==> config.mk <==
export PLATFORM = sky130hd
export DESIGN_NAME = smio_glue
export DESIGN_NICKNAME = d
export VERILOG_FILES = /design/src/smio_pkg.sv /design/src/smio_midi_if.sv /design/src/smio_glue.sv /design/src/smio_midi_parse.sv
export SDC_FILE = /design/constraint.sdc
export NUM_CORES = 1
export LEC_CHECK = 0
export BUFFER_PORTS_ARGS = -buffer_cell sky130_fd_sc_hd__buf_2
export CAP_MARGIN = 20
export CORE_AREA = 2 2 223 159
export DETAILED_ROUTE_END_ITERATION = 10
export DIE_AREA = 0 0 225 161
export PLACE_DENSITY = 0.4
export SYNTH_ARGS = -nofsm -noshare
export SYNTH_HDL_FRONTEND = slang
export SYNTH_SLANG_ARGS = --single-unit
==> constraint.sdc <==
create_clock -name sys_clk -period 8.2 [get_ports sys_clk]
set_input_delay 0.41 -clock sys_clk [delete_from_list [all_inputs] [get_ports sys_clk]]
set_output_delay 0.41 -clock sys_clk [all_outputs]
set_load 0.01 [all_outputs]
==> src/smio_pkg.sv <==
/*
  Constants, register map and shared types for the sampler host I/O glue.
  Assumes one 250 MHz system clock and a host I/O bus whose pins are
  synchronised inside the top module before use.
*/
// Operation
// - Any read or write to the start port begins a new conversion.
// - Reading the result port returns the 8-bit conversion result; reads only.
// - Writing the output converter port loads the byte into the converter.
// - Writing 01 to the select port routes the serial interrupt to the host.
// - Writing 0 to the select port restores the internal interrupt source.
// - Serial ports decode all 16 address bits; converter ports decode 8 bits.
// - Serial status and receive data read-only; control and transmit write-only.
// - Audio sampled to 8 bits at 19.444 thousand samples per second.
// - One 500 kHz oscillator clocks both the serial adapter and input converter.
// - Only note-on and note-off, each three bytes long, are handled.
// - Note-on status byte is 1001 followed by the channel bits.
// - Channel bits hold channel minus one: 0000 is 1, 1111 is 16.
// - Second byte is a 7-bit pitch; 0010 0000 is middle C.
// - Velocity zero means note off, nonzero means on; no volume effect.
// - Note-off status is 1000 plus channel; its velocity byte is ignored.
// - Drum number follows note: middle C is drum 1, C sharp drum 2.
package smio_pkg;

  // ----------------------------------------------------------------
  // I/O map
  // ----------------------------------------------------------------
  localparam logic [15:0] OFF_INT_SEL   = 16'hf8e8;
  localparam logic [15:0] OFF_SER_TX    = 16'hf8ec;
  localparam logic [15:0] OFF_SER_CTRL  = 16'hf8ed;
  localparam logic [15:0] OFF_SER_STAT  = 16'hf8ee;
  localparam logic [15:0] OFF_SER_RX    = 16'hf8ef;
  localparam logic [15:0] OFF_DAC       = 16'hf8f0;
  localparam logic [15:0] OFF_ADC_READ  = 16'hf8f4;
  localparam logic [15:0] OFF_ADC_START = 16'hf8f8;

  localparam logic [7:0]  INT_SEL_SERIAL = 8'h01;
  localparam logic [7:0]  INT_SEL_NORMAL = 8'h00;
  localparam logic        RST_INT_SEL    = 1'b0;
  localparam logic [7:0]  RST_DAC        = 8'h00;
  localparam logic [7:0]  RST_ADC_RESULT = 8'h00;

  // ----------------------------------------------------------------
  // Timing
  // ----------------------------------------------------------------
  localparam int unsigned SYS_CLK_HZ   = 250_000_000;
  localparam int unsigned OSC_HZ       = 500_000;
  localparam logic [7:0]  OSC_HALF_CYC = 8'(SYS_CLK_HZ / (2 * OSC_HZ));
  localparam int unsigned SAMPLE_SPS   = 19444;
  localparam int unsigned PACE_CYCLES  = SYS_CLK_HZ / SAMPLE_SPS;
  localparam int unsigned CONV_TIME_US = 20;

  // ----------------------------------------------------------------
  // MIDI note events
  // ----------------------------------------------------------------
  localparam logic [3:0] MIDI_NOTE_ON  = 4'h9;
  localparam logic [3:0] MIDI_NOTE_OFF = 4'h8;
  localparam logic [6:0] MIDI_MIDDLE_C = 7'h20;
  localparam logic [6:0] DRUM_FIRST    = 7'h01;

  typedef enum logic [2:0] {
    BUS_IDLE = 3'b001,
    BUS_RD   = 3'b010,
    BUS_WR   = 3'b100
  } smio_bus_t;

  typedef enum logic [2:0] {
    P_STATUS = 3'b001,
    P_PITCH  = 3'b010,
    P_VEL    = 3'b100
  } smio_parse_t;

  typedef struct packed {
    logic [15:0] addr;
    logic        iorq_n;
    logic        rd_n;
    logic        wr_n;
    logic [7:0]  d;
    logic [7:0]  ser_d;
    logic        ser_irq_n;
    logic        int_src_n;
    logic [7:0]  adc_d;
    logic        eoc;
  } smio_pins_t;

endpackage

==> src/smio_midi_if.sv <==
/*
  Carrier between the bus glue and the MIDI note decoder.
  Assumes both ends run on the same system clock.
*/
`timescale 1ns/1ps
interface smio_midi_if;
  logic [7:0] rx_byte;
  logic       rx_valid;
  logic       note_valid;
  logic       note_on;
  logic [3:0] channel;
  logic [6:0] pitch;
  logic [6:0] drum;
  logic       drum_valid;

  modport feed  (output rx_byte, rx_valid,
                 input  note_valid, note_on, channel, pitch, drum, drum_valid);
  modport parse (input  rx_byte, rx_valid,
                 output note_valid, note_on, channel, pitch, drum, drum_valid);
endinterface

==> src/smio_glue.sv <==
/*
  Host I/O glue: decodes host I/O cycles for the input and output converters,
  the serial link adapter and the interrupt select port, paces sampling and
  makes the shared converter and serial clock.
  Assumes all host, converter and serial adapter pins are asynchronous to
  sys_clk and that host I/O strobes last many sys_clk cycles.
*/
`timescale 1ns/1ps
module smio_glue #(
  parameter int unsigned PACE_CYC = smio_pkg::PACE_CYCLES
) (
  input  wire logic        sys_clk,
  input  wire logic        rst,
  input  wire logic [15:0] host_addr,
  input  wire logic        host_iorq_n,
  input  wire logic        host_rd_n,
  input  wire logic        host_wr_n,
  input  wire logic [7:0]  host_d_i,
  output logic [7:0]       host_d_o,
  output logic             host_d_oe,
  input  wire logic        host_int_src_n,
  output logic             host_int_n,
  input  wire logic [7:0]  adc_d,
  input  wire logic        adc_eoc,
  output logic             adc_start,
  output logic             conv_clk,
  output logic             sample_pace,
  output logic [7:0]       dac_d,
  input  wire logic [7:0]  ser_d_i,
  output logic [7:0]       ser_d_o,
  output logic             ser_cs,
  output logic             ser_read,
  output logic             ser_rs_data,
  input  wire logic        ser_irq_n,
  output logic             note_valid,
  output logic             note_on,
  output logic [3:0]       note_channel,
  output logic [6:0]       note_pitch,
  output logic [6:0]       drum_index,
  output logic             drum_valid
);
  import smio_pkg::*;

  localparam logic [15:0] PACE_LAST = 16'(PACE_CYC - 1);

  // ----------------------------------------------------------------
  // State
  // ----------------------------------------------------------------
  typedef struct packed {
    smio_pins_t  s1;
    smio_pins_t  s2;
    smio_bus_t   bus;
    logic [15:0] addr;
    logic        adc_start;
    logic        eoc_prev;
    logic [7:0]  adc_result;
    logic [7:0]  dac;
    logic        int_sel;
    logic        int_n;
    logic [7:0]  d_o;
    logic        d_oe;
    logic        ser_cs;
    logic        ser_read;
    logic        ser_rs_data;
    logic [7:0]  ser_wd;
    logic [7:0]  osc_cnt;
    logic        conv_clk;
    logic [15:0] pace_cnt;
    logic        pace;
    logic [7:0]  rx_byte;
    logic        rx_valid;
  } smio_glue_state_t;

  smio_glue_state_t r;
  smio_glue_state_t next_r;
  smio_pins_t       pins;

  smio_midi_if mi ();

  // ----------------------------------------------------------------
  // Decode helpers
  // ----------------------------------------------------------------
  // Converter ports only look at the low byte so plain 8-bit I/O reaches them
  function automatic logic hit_conv(input logic [15:0] a, input logic [15:0] off);
    hit_conv = (a[7:0] == off[7:0]);
  endfunction

  function automatic logic hit_full(input logic [15:0] a, input logic [15:0] off);
    hit_full = (a == off);
  endfunction

  function automatic logic ser_rd_hit(input logic [15:0] a);
    ser_rd_hit = hit_full(a, OFF_SER_STAT) || hit_full(a, OFF_SER_RX);
  endfunction

  function automatic logic ser_wr_hit(input logic [15:0] a);
    ser_wr_hit = hit_full(a, OFF_SER_TX) || hit_full(a, OFF_SER_CTRL);
  endfunction

  function automatic logic readable(input logic [15:0] a);
    readable = ser_rd_hit(a) || hit_conv(a, OFF_ADC_READ) || hit_conv(a, OFF_ADC_START);
  endfunction

  function automatic logic [7:0] read_mux(input smio_glue_state_t s, input logic [15:0] a);
    if (ser_rd_hit(a)) begin
      read_mux = s.s2.ser_d;
    end else begin
      read_mux = s.adc_result;
    end
  endfunction

  assign pins = '{addr: host_addr, iorq_n: host_iorq_n, rd_n: host_rd_n,
                  wr_n: host_wr_n, d: host_d_i, ser_d: ser_d_i,
                  ser_irq_n: ser_irq_n, int_src_n: host_int_src_n,
                  adc_d: adc_d, eoc: adc_eoc};

  // ----------------------------------------------------------------
  // Next state
  // ----------------------------------------------------------------
  always_comb begin
    next_r           = r;
    next_r.s1        = pins;
    next_r.s2        = r.s1;
    next_r.adc_start = 1'b0;
    next_r.rx_valid  = 1'b0;
    next_r.pace      = 1'b0;

    // Shared 500 kHz clock for the serial adapter and input converter
    if (r.osc_cnt == OSC_HALF_CYC - 8'h01) begin
      next_r.osc_cnt  = 8'h00;
      next_r.conv_clk = ~r.conv_clk;
    end else begin
      next_r.osc_cnt = r.osc_cnt + 8'h01;
    end

    // Sample pacing strobe; software starts a conversion on each one
    if (r.pace_cnt == PACE_LAST) begin
      next_r.pace_cnt = 16'h0000;
      next_r.pace     = 1'b1;
    end else begin
      next_r.pace_cnt = r.pace_cnt + 16'h0001;
    end

    // Keep the last finished conversion; reads never disturb it
    next_r.eoc_prev = r.s2.eoc;
    if (r.s2.eoc && !r.eoc_prev) begin
      next_r.adc_result = r.s2.adc_d;
    end

    // Registered interrupt routing so the host line is glitch free
    if (r.int_sel) begin
      next_r.int_n = r.s2.ser_irq_n;
    end else begin
      next_r.int_n = r.s2.int_src_n;
    end

    case (r.bus)
      BUS_IDLE: begin
        next_r.d_oe   = 1'b0;
        next_r.ser_cs = 1'b0;
        if (!r.s2.iorq_n && (!r.s2.rd_n || !r.s2.wr_n)) begin
          next_r.addr = r.s2.addr;
          if (hit_conv(r.s2.addr, OFF_ADC_START)) begin
            next_r.adc_start = 1'b1;
          end
          if (!r.s2.rd_n) begin
            next_r.bus         = BUS_RD;
            next_r.d_oe        = readable(r.s2.addr);
            next_r.d_o         = read_mux(r, r.s2.addr);
            next_r.ser_cs      = ser_rd_hit(r.s2.addr);
            next_r.ser_read    = 1'b1;
            next_r.ser_rs_data = hit_full(r.s2.addr, OFF_SER_RX);
          end else begin
            next_r.bus         = BUS_WR;
            next_r.ser_cs      = ser_wr_hit(r.s2.addr);
            next_r.ser_read    = 1'b0;
            next_r.ser_rs_data = hit_full(r.s2.addr, OFF_SER_TX);
            next_r.ser_wd      = r.s2.d;
            if (hit_conv(r.s2.addr, OFF_DAC)) begin
              next_r.dac = r.s2.d;
            end
            if (hit_full(r.s2.addr, OFF_INT_SEL)) begin
              // Values other than the two defined codes leave the setting alone
              if (r.s2.d == INT_SEL_SERIAL) begin
                next_r.int_sel = 1'b1;
              end else if (r.s2.d == INT_SEL_NORMAL) begin
                next_r.int_sel = 1'b0;
              end
            end
          end
        end
      end
      BUS_RD: begin
        next_r.d_o = read_mux(r, r.addr);
        if (r.s2.iorq_n || r.s2.rd_n) begin
          next_r.bus    = BUS_IDLE;
          next_r.d_oe   = 1'b0;
          next_r.ser_cs = 1'b0;
          // The decoder sees exactly the bytes that software took out
          if (hit_full(r.addr, OFF_SER_RX)) begin
            next_r.rx_byte  = r.d_o;
            next_r.rx_valid = 1'b1;
          end
        end
      end
      BUS_WR: begin
        if (r.s2.iorq_n || r.s2.wr_n) begin
          next_r.bus    = BUS_IDLE;
          next_r.ser_cs = 1'b0;
        end
      end
      default: begin
        next_r.bus    = BUS_IDLE;
        next_r.d_oe   = 1'b0;
        next_r.ser_cs = 1'b0;
      end
    endcase
  end

  always_ff @(posedge sys_clk or posedge rst) begin
    if (rst) begin
      r             <= '0;
      r.bus         <= BUS_IDLE;
      r.s1.iorq_n   <= 1'b1;
      r.s2.iorq_n   <= 1'b1;
      r.s1.rd_n     <= 1'b1;
      r.s2.rd_n     <= 1'b1;
      r.s1.wr_n     <= 1'b1;
      r.s2.wr_n     <= 1'b1;
      // Interrupt inputs idle high so the host line does not pulse after reset
      r.s1.int_src_n <= 1'b1;
      r.s2.int_src_n <= 1'b1;
      r.s1.ser_irq_n <= 1'b1;
      r.s2.ser_irq_n <= 1'b1;
      r.int_sel     <= RST_INT_SEL;
      r.int_n       <= 1'b1;
      r.dac         <= RST_DAC;
      r.adc_result  <= RST_ADC_RESULT;
    end else begin
      r <= next_r;
    end
  end

  // ----------------------------------------------------------------
  // Note decoder
  // ----------------------------------------------------------------
  assign mi.rx_byte  = r.rx_byte;
  assign mi.rx_valid = r.rx_valid;

  smio_midi_parse u_parse (
    .sys_clk (sys_clk),
    .rst     (rst),
    .m       (mi)
  );

  // ----------------------------------------------------------------
  // Outputs
  // ----------------------------------------------------------------
  assign host_d_o     = r.d_o;
  assign host_d_oe    = r.d_oe;
  assign host_int_n   = r.int_n;
  assign adc_start    = r.adc_start;
  assign conv_clk     = r.conv_clk;
  assign sample_pace  = r.pace;
  assign dac_d        = r.dac;
  assign ser_d_o      = r.ser_wd;
  assign ser_cs       = r.ser_cs;
  assign ser_read     = r.ser_read;
  assign ser_rs_data  = r.ser_rs_data;
  assign note_valid   = mi.note_valid;
  assign note_on      = mi.note_on;
  assign note_channel = mi.channel;
  assign note_pitch   = mi.pitch;
  assign drum_index   = mi.drum;
  assign drum_valid   = mi.drum_valid;
endmodule

==> src/smio_midi_parse.sv <==
/*
  Decodes received MIDI bytes into note events and drum numbers.
  Assumes bytes arrive as one-cycle strobes, in order, from the bus glue.
*/
`timescale 1ns/1ps
module smio_midi_parse (
  input  wire logic sys_clk,
  input  wire logic rst,
  smio_midi_if.parse m
);
  import smio_pkg::*;

  typedef struct packed {
    smio_parse_t st;
    logic [3:0]  kind;
    logic [3:0]  chan;
    logic [6:0]  pend_pitch;
    logic        note_valid;
    logic        note_on;
    logic [3:0]  channel;
    logic [6:0]  pitch;
    logic [6:0]  drum;
    logic        drum_valid;
  } smio_parse_state_t;

  smio_parse_state_t r;
  smio_parse_state_t next_r;

  function automatic logic [6:0] drum_of(input logic [6:0] p);
    drum_of = 7'(p - MIDI_MIDDLE_C + DRUM_FIRST);
  endfunction

  always_comb begin
    next_r = r;
    next_r.note_valid = 1'b0;
    if (m.rx_valid) begin
      if (m.rx_byte[7]) begin
        // Other status bytes are not supported and drop the running status
        if (m.rx_byte[7:4] == MIDI_NOTE_ON || m.rx_byte[7:4] == MIDI_NOTE_OFF) begin
          next_r.kind = m.rx_byte[7:4];
          next_r.chan = m.rx_byte[3:0];
          next_r.st   = P_PITCH;
        end else begin
          next_r.st = P_STATUS;
        end
      end else begin
        case (r.st)
          P_STATUS: begin
            next_r.st = P_STATUS;
          end
          P_PITCH: begin
            next_r.pend_pitch = m.rx_byte[6:0];
            next_r.st         = P_VEL;
          end
          P_VEL: begin
            next_r.note_valid = 1'b1;
            next_r.note_on    = (r.kind == MIDI_NOTE_ON) && (m.rx_byte[6:0] != 7'h00);
            next_r.channel    = r.chan;
            next_r.pitch      = r.pend_pitch;
            next_r.drum_valid = (r.pend_pitch >= MIDI_MIDDLE_C);
            next_r.drum       = drum_of(r.pend_pitch);
            next_r.st         = P_PITCH;
          end
          default: begin
            next_r.st = P_STATUS;
          end
        endcase
      end
    end
  end

  always_ff @(posedge sys_clk or posedge rst) begin
    if (rst) begin
      r    <= '0;
      r.st <= P_STATUS;
    end else begin
      r <= next_r;
    end
  end

  assign m.note_valid = r.note_valid;
  assign m.note_on    = r.note_on;
  assign m.channel    = r.channel;
  assign m.pitch      = r.pitch;
  assign m.drum       = r.drum;
  assign m.drum_valid = r.drum_valid;
endmodule

==> out/metrics.csv, run 1 <==
metric,value,unit
cts_tree,built,
vias,4927,
crit_path_max_fanout,17,
first_global_vias,5005,
cts_max_path_buffers,3,
synthMuxAreaShare,8.92,%
drc,0,
fp.coreArea,34200,sq um
syn_avg_cell_area,13.1,sq um
p_int,2.03,mW
power_density,252,nW/um^2
syn_to_final_growth,24.8,%
mostFrequentLayoutCell,dfrtp_1,
grt_setup_unrepaired,false,
clkPwrFrac,46.6,%
yosys_warnings,0,
fp.dieH,161,um
p_switching,0.614,mW
netlist_area,8410,sq um
synth_top_cell_by_area,dfrtp_1,
synth-adder-area-share,0.892,%
gr-total-overflow,0,
nets,817,
layout-drive-gt1-share,29.8,%
required,8.60,ns
htree_levels,1,
synth_top_family_by_area,simple AND/OR/NAND/NOR gates,
syn_nets,698,
placementRows,57,
cts-root-buf,clkbuf_16,
fmax,351,MHz
cp-start-kind,flop,
timing.hold.ws,0.0309,ns
dp_hpwl,11.5,mm
r2r_start,r[84]$_DFFE_PP0P_,
synthXorXnorAreaFrac,2.91,%
crit_path_end_kind,flop,
synth-edff-count,0,
layout_common_cells,"dfrtp_1, buf_2, nand2_1, mux2_2, dlygate4sd3_1",
design_area,10500,sq um
synthTopCellsByArea,"dfrtp_1, mux2_2, dfstp_2, buf_4, nand2_1",
antenna_cells,0,
synth-compound-area-share,4.49,%
hold_class,in -> async,
postSynthCellCount,644,
finalSetupTns,0,ns
ir_drop,142,uV
worstSetupPathType,reg -> reg,
synth-main-ff-cell,dfrtp_1,
grt_use_total,10.0,%
ys_seq_elements,225,
synthArstFlopShare,100,%
fin_worst_skew,0.0263,ns
postPlaceCellArea,9120,sq um
grt_pass1_wl,28.7,mm
dr.pass1.iters,4,
cts_resized,0,
cts.sinks,225,
synth_top_area_share,63.1,%
sequentialPowerShare,46.9,%
layout_min_cycle_time,2.85,ns
drv_slew,0,
grt_antenna_before_repair,0,
ys_seq_area_share,67.1,%
start_util,24.6,%
drv_cap,0,
period_share,34.7,%
setup_violations,0,
postRouteWirelength,17.8,mm
via_per_inst,4.03,
cts.clk_slew.worst_paths,0.06,ns
clock_latency,0.54,ns
crit_path_start,r[84]$_DFFE_PP0P_,
avgRoutedWirePerCell,14.5,um
worst_slew_pin_slew,0.981,ns
cp_data_arrival_time,3.25,ns
power.leakage,4.97,nW
dieWidth,225,um
max_slew_margin,34.1,%
hold_viol,0,
cts_setup_buffers,0,
combPwrFrac,6.5,%
power.total,2.65,mW
drtAntennaViolNets,0,
grt_max_degree,104,
synthSimpleGateAreaFrac,10.4,%
final_core_util,30.7,%
place_congestion,0.691,
numCtsBuffers,25,
p_sw_share,23.2,%
ff2ff_path_depth,4,
drtIter0Drc,202,
portBuffers,100,
status,completed,
synth_cell_types,42,
die_area,36200,sq um
io_pins,101,
-- critical path, stage by stage, from the launching register on --
cell	delay, ns
dfrtp_1	0.38
or4b_1	0.50
or4_1	0.76
or4_4	0.73
mux2_4	0.33
-- per-layer routing --
layer  global-route usage [%]  vias to the layer above  wire length [um]
met5                        0                        -                 0
met4                     2.77                        0               408
met3                     2.77                       29               888
met2                     13.7                       88              7070
met1                     15.4                     2432              9400
li1                         -                     2378                 -
-- through the flow --
| stage | instances | worst slack, ns |
|---|---|---|
| detailed placement | 1130 | 5.35 |
| global placement | 1130 | 5.38 |
| CTS | 1222 | 5.32 |
| finish | 1224 | 5.35 |
| floorplan | 644 | 1.65 |
| global route | 1224 | 5.23 |
-- area by class of cell --
class / instances / area (sq um)
clock buffers: 32 / 702
repair buffers: 152 / 1000
inverters: 14 / 60.1
clock inverters: 14 / 208
well taps: 442 / 553
flip-flops and latches: 225 / 5650
fillers: 3471 / 23700
multi-input cells: 345 / 2330
-- final timing paths --
| check | to | slack [ns] |
|---|---|---|
| max | mi.rx_byte[6]$_DFFE_PP0P_ | 5.35 |
| min | ser_d_o[1]$_DFFE_PP0P_ | 0.03 |
| max reg2reg | mi.rx_byte[6]$_DFFE_PP0P_ | 5.35 |
| min reg2reg | r[138]$_DFF_PP0_ | 0.35 |
| max in group asynchronous | r[13]$_DFF_PP0_ | 6.83 |
| min in group sys_clk | r[138]$_DFF_PP0_ | 0.35 |
-- what timing repair did --
item / CTS / global route
setup endpoints to repair: 0 / 0
hold buffers: 46 / 0
hold endpoints to repair: 46 / 0
-- cells in the mapped netlist, types with 4 or more instances --
master     count
mux2_4         8
xnor2_1       16
o21ai_0       17
xor2_1        12
mux2_2        56
nand4_1        6
nand2_1       74
inv_1         13
clkbuf_1      15
dfrtp_1      212
and3_1         6
nand3_1       18
ha_1           6
nor3_1        11
buf_4         42
a21boi_0       9
nor2b_1        7
a2bb2oi_1      8
a21oi_1       24
or3_1          4
dfstp_2       13
nor2_1        40
-- flip-flops by register name, indices dropped and copies added (netlist names), 4 cells and up --
signal             count
u_parse.m.pitch        7
u_parse.m.drum         7
dac_d                  8
r                     98
next_r                47
host_d_o               8
u_parse.r             18
u_parse.m.channel      4
mi.rx_byte             8
ser_d_o                8
-- power groups by stage --
stage	clock network (mW)	logic (mW)	registers, mW
after floorplan	0	0.136	1.24
after global placement	0	0.159	1.26
after detailed placement	0	0.161	1.26
after CTS	1.28	0.178	1.24
after global routing	1.32	0.197	1.25
final	1.23	0.173	1.24
-- cell families after synthesis --
logic type	count (synthesis)
flops	225
xor+xnor	28
simple gates	185
compound gates	62
mux	64
fa+ha+maj	6
buf+inv	74
Power figures use the tool's default switching activity.
==> inputs of run 2 (changes only) <==
- clock period: 8.2 -> 2.8 ns (I/O delays scaled with it)
==> out/metrics.csv, run 2 (synthesis results as in run 1) <==
metric,value,unit,change
status,completed,,
holdPathStages,2,,
drtIter0Drc,212,,+5.0%
clock_latency,0.53,ns,about the same
start_util,24.6,%,unchanged
avgRoutedWirePerCell,14.4,um,-1.1%
fp.dieH,161,um,unchanged
crit_path_end_kind,flop,,
cp-start-kind,flop,,
nets,830,,+1.6%
drc,0,,unchanged
cts_max_path_buffers,3,,unchanged
largest_register,r,,
p_switching,1.75,mW,+180%
gr-total-overflow,0,,unchanged
fmax,396,MHz,+13%
fp.coreArea,34200,sq um,unchanged
dieWidth,225,um,unchanged
p_int,5.73,mW,+180%
first_global_vias,5225,,+4.4%
hold_viol,0,,unchanged
syn_to_final_growth,25.5,%,
cts_tree,built,,
grt_pass1_wl,29.5,mm,+2.9%
numCtsBuffers,25,,unchanged
vias,4936,,+0.18%
cp_data_arrival_time,2.93,ns,-0.32 ns
sequentialPowerShare,48.6,%,+1.7 points
ff2ff_path_depth,4,,unchanged
power.leakage,5.01,nW,+0.73%
io_pins,101,,unchanged
layout_min_cycle_time,2.53,ns,-0.321 ns
dp_hpwl,12.1,mm,+4.7%
cts_setup_buffers,0,,unchanged
setup_violations,0,,unchanged
final_core_util,30.9,%,+0.16 points
layout-drive-gt1-share,30.3,%,+0.52 points
antenna_cells,0,,unchanged
drv_slew,0,,unchanged
via_per_inst,3.99,,-0.87%
grt_use_total,10.2,%,+0.17 points
power_density,708,nW/um^2,+180%
worst_slew_pin_slew,1.00,ns,+0.0201 ns
period_share,90.2,%,+55 points
layout_common_cells,"dfrtp_1, buf_2, nand2_1, mux2_2, dlygate4sd3_1",,
place_congestion,0.699,,+1.2%
required,3.20,ns,-5.40 ns
crit_path_max_fanout,9,,-8
placementRows,57,,unchanged
mostFrequentLayoutCell,dfrtp_1,,
p_sw_share,23.4,%,+0.17 points
ir_drop,352,uV,+150%
drv_cap,0,,unchanged
die_area,36200,sq um,unchanged
combPwrFrac,7.2,%,+0.7 points
postPlaceCellArea,9250,sq um,+1.5%
htree_levels,1,,unchanged
cts-root-buf,clkbuf_16,,
clkPwrFrac,44.2,%,-2.4 points
hold_class,in -> reg,,
postRouteWirelength,17.8,mm,about the same
fin_worst_skew,0.0165,ns,-0.00984 ns
design_area,10600,sq um,+0.52%
grt_max_degree,66,,-37%
cts.sinks,225,,unchanged
largest_reg_flops,98,,unchanged
grt_setup_unrepaired,false,,
max_slew_margin,33.0,%,-1.1 points
grt_antenna_before_repair,0,,unchanged
finalSetupTns,0,ns,unchanged
dr.pass1.iters,4,,unchanged
worstSetupPathType,reg -> reg,,
drtAntennaViolNets,0,,unchanged
cts.clk_slew.worst_paths,0.06,ns,about the same
portBuffers,100,,unchanged
## run 2: cell types whose count changed in the layout (fill, tap and decap cells not counted), sizes merged
cell         delta
buf            +12
bufinv          -3
clkbuf          +4
dlygate4sd3     +1
inv             -1
## run 2: cell type report
class                      instances  area, sq um
tap                              442          553
fill                            3440        23600
sequential                       225         5650
clock buffer                      36          727
multi-input combinational        345         2320
inverter                          14         56.3
timing repair buffer             165         1140
clock inverter                    10          108
## run 2: timing repair
action	4_1_cts	5_1_grt
endpoints found under the setup margin	0	0
hold buffers	47	0
gates resized for setup	0	0
endpoints found under the hold margin	68	0
## run 2: layer usage
layer  vias up  global-route usage, %  routed length, um
li1       2399                      -                  -
met1      2417                   15.5               9390
met2        96                   14.1               7040
met3        24                   3.00                924
met4         0                   2.47                407
met5         -                      0                  0
## run 2: final timing paths
kind                                  startpoint                        end  slack, ns
min in group asynchronous                    rst           r[112]$_DFF_PP0_       0.30
min reg2reg                next_r[125]$_DFF_PP0_           r[125]$_DFF_PP0_       0.34
max reg2reg                    r[84]$_DFFE_PP0P_  mi.rx_byte[0]$_DFFE_PP0P_       0.27
min                                    ser_irq_n      next_r[104]$_DFF_PP1_       0.24
max                            r[84]$_DFFE_PP0P_  mi.rx_byte[0]$_DFFE_PP0P_       0.27
max in group asynchronous                    rst           r[123]$_DFF_PP1_       1.70
## run 2: power groups by stage
stage	Combinational, mW	Sequential, mW	Clock, mW
floorplan	0.399	3.63	0
global placement	0.495	3.70	0
detailed placement	0.500	3.69	0
CTS	0.553	3.64	3.45
global route	0.610	3.67	3.59
finish	0.535	3.63	3.31
## run 2: critical path: stages (launching register included)
cell	delay (ns)
dfrtp_1	0.38
or4b_1	0.50
or4_1	0.53
or4_4	0.66
mux2_4	0.33
## run 2: metrics by stage
stage	total power, mW	instances	hold slack, ns	setup WS (ns)
finish	7.47	1237	0.241	0.274
global route	7.87	1237	0.223	0.197
CTS	7.64	1237	0.207	0.250
detailed placement	4.19	1144	0.247	0.287
global placement	4.19	1144	0.247	0.267
floorplan	4.03	644	0.144	-0.267
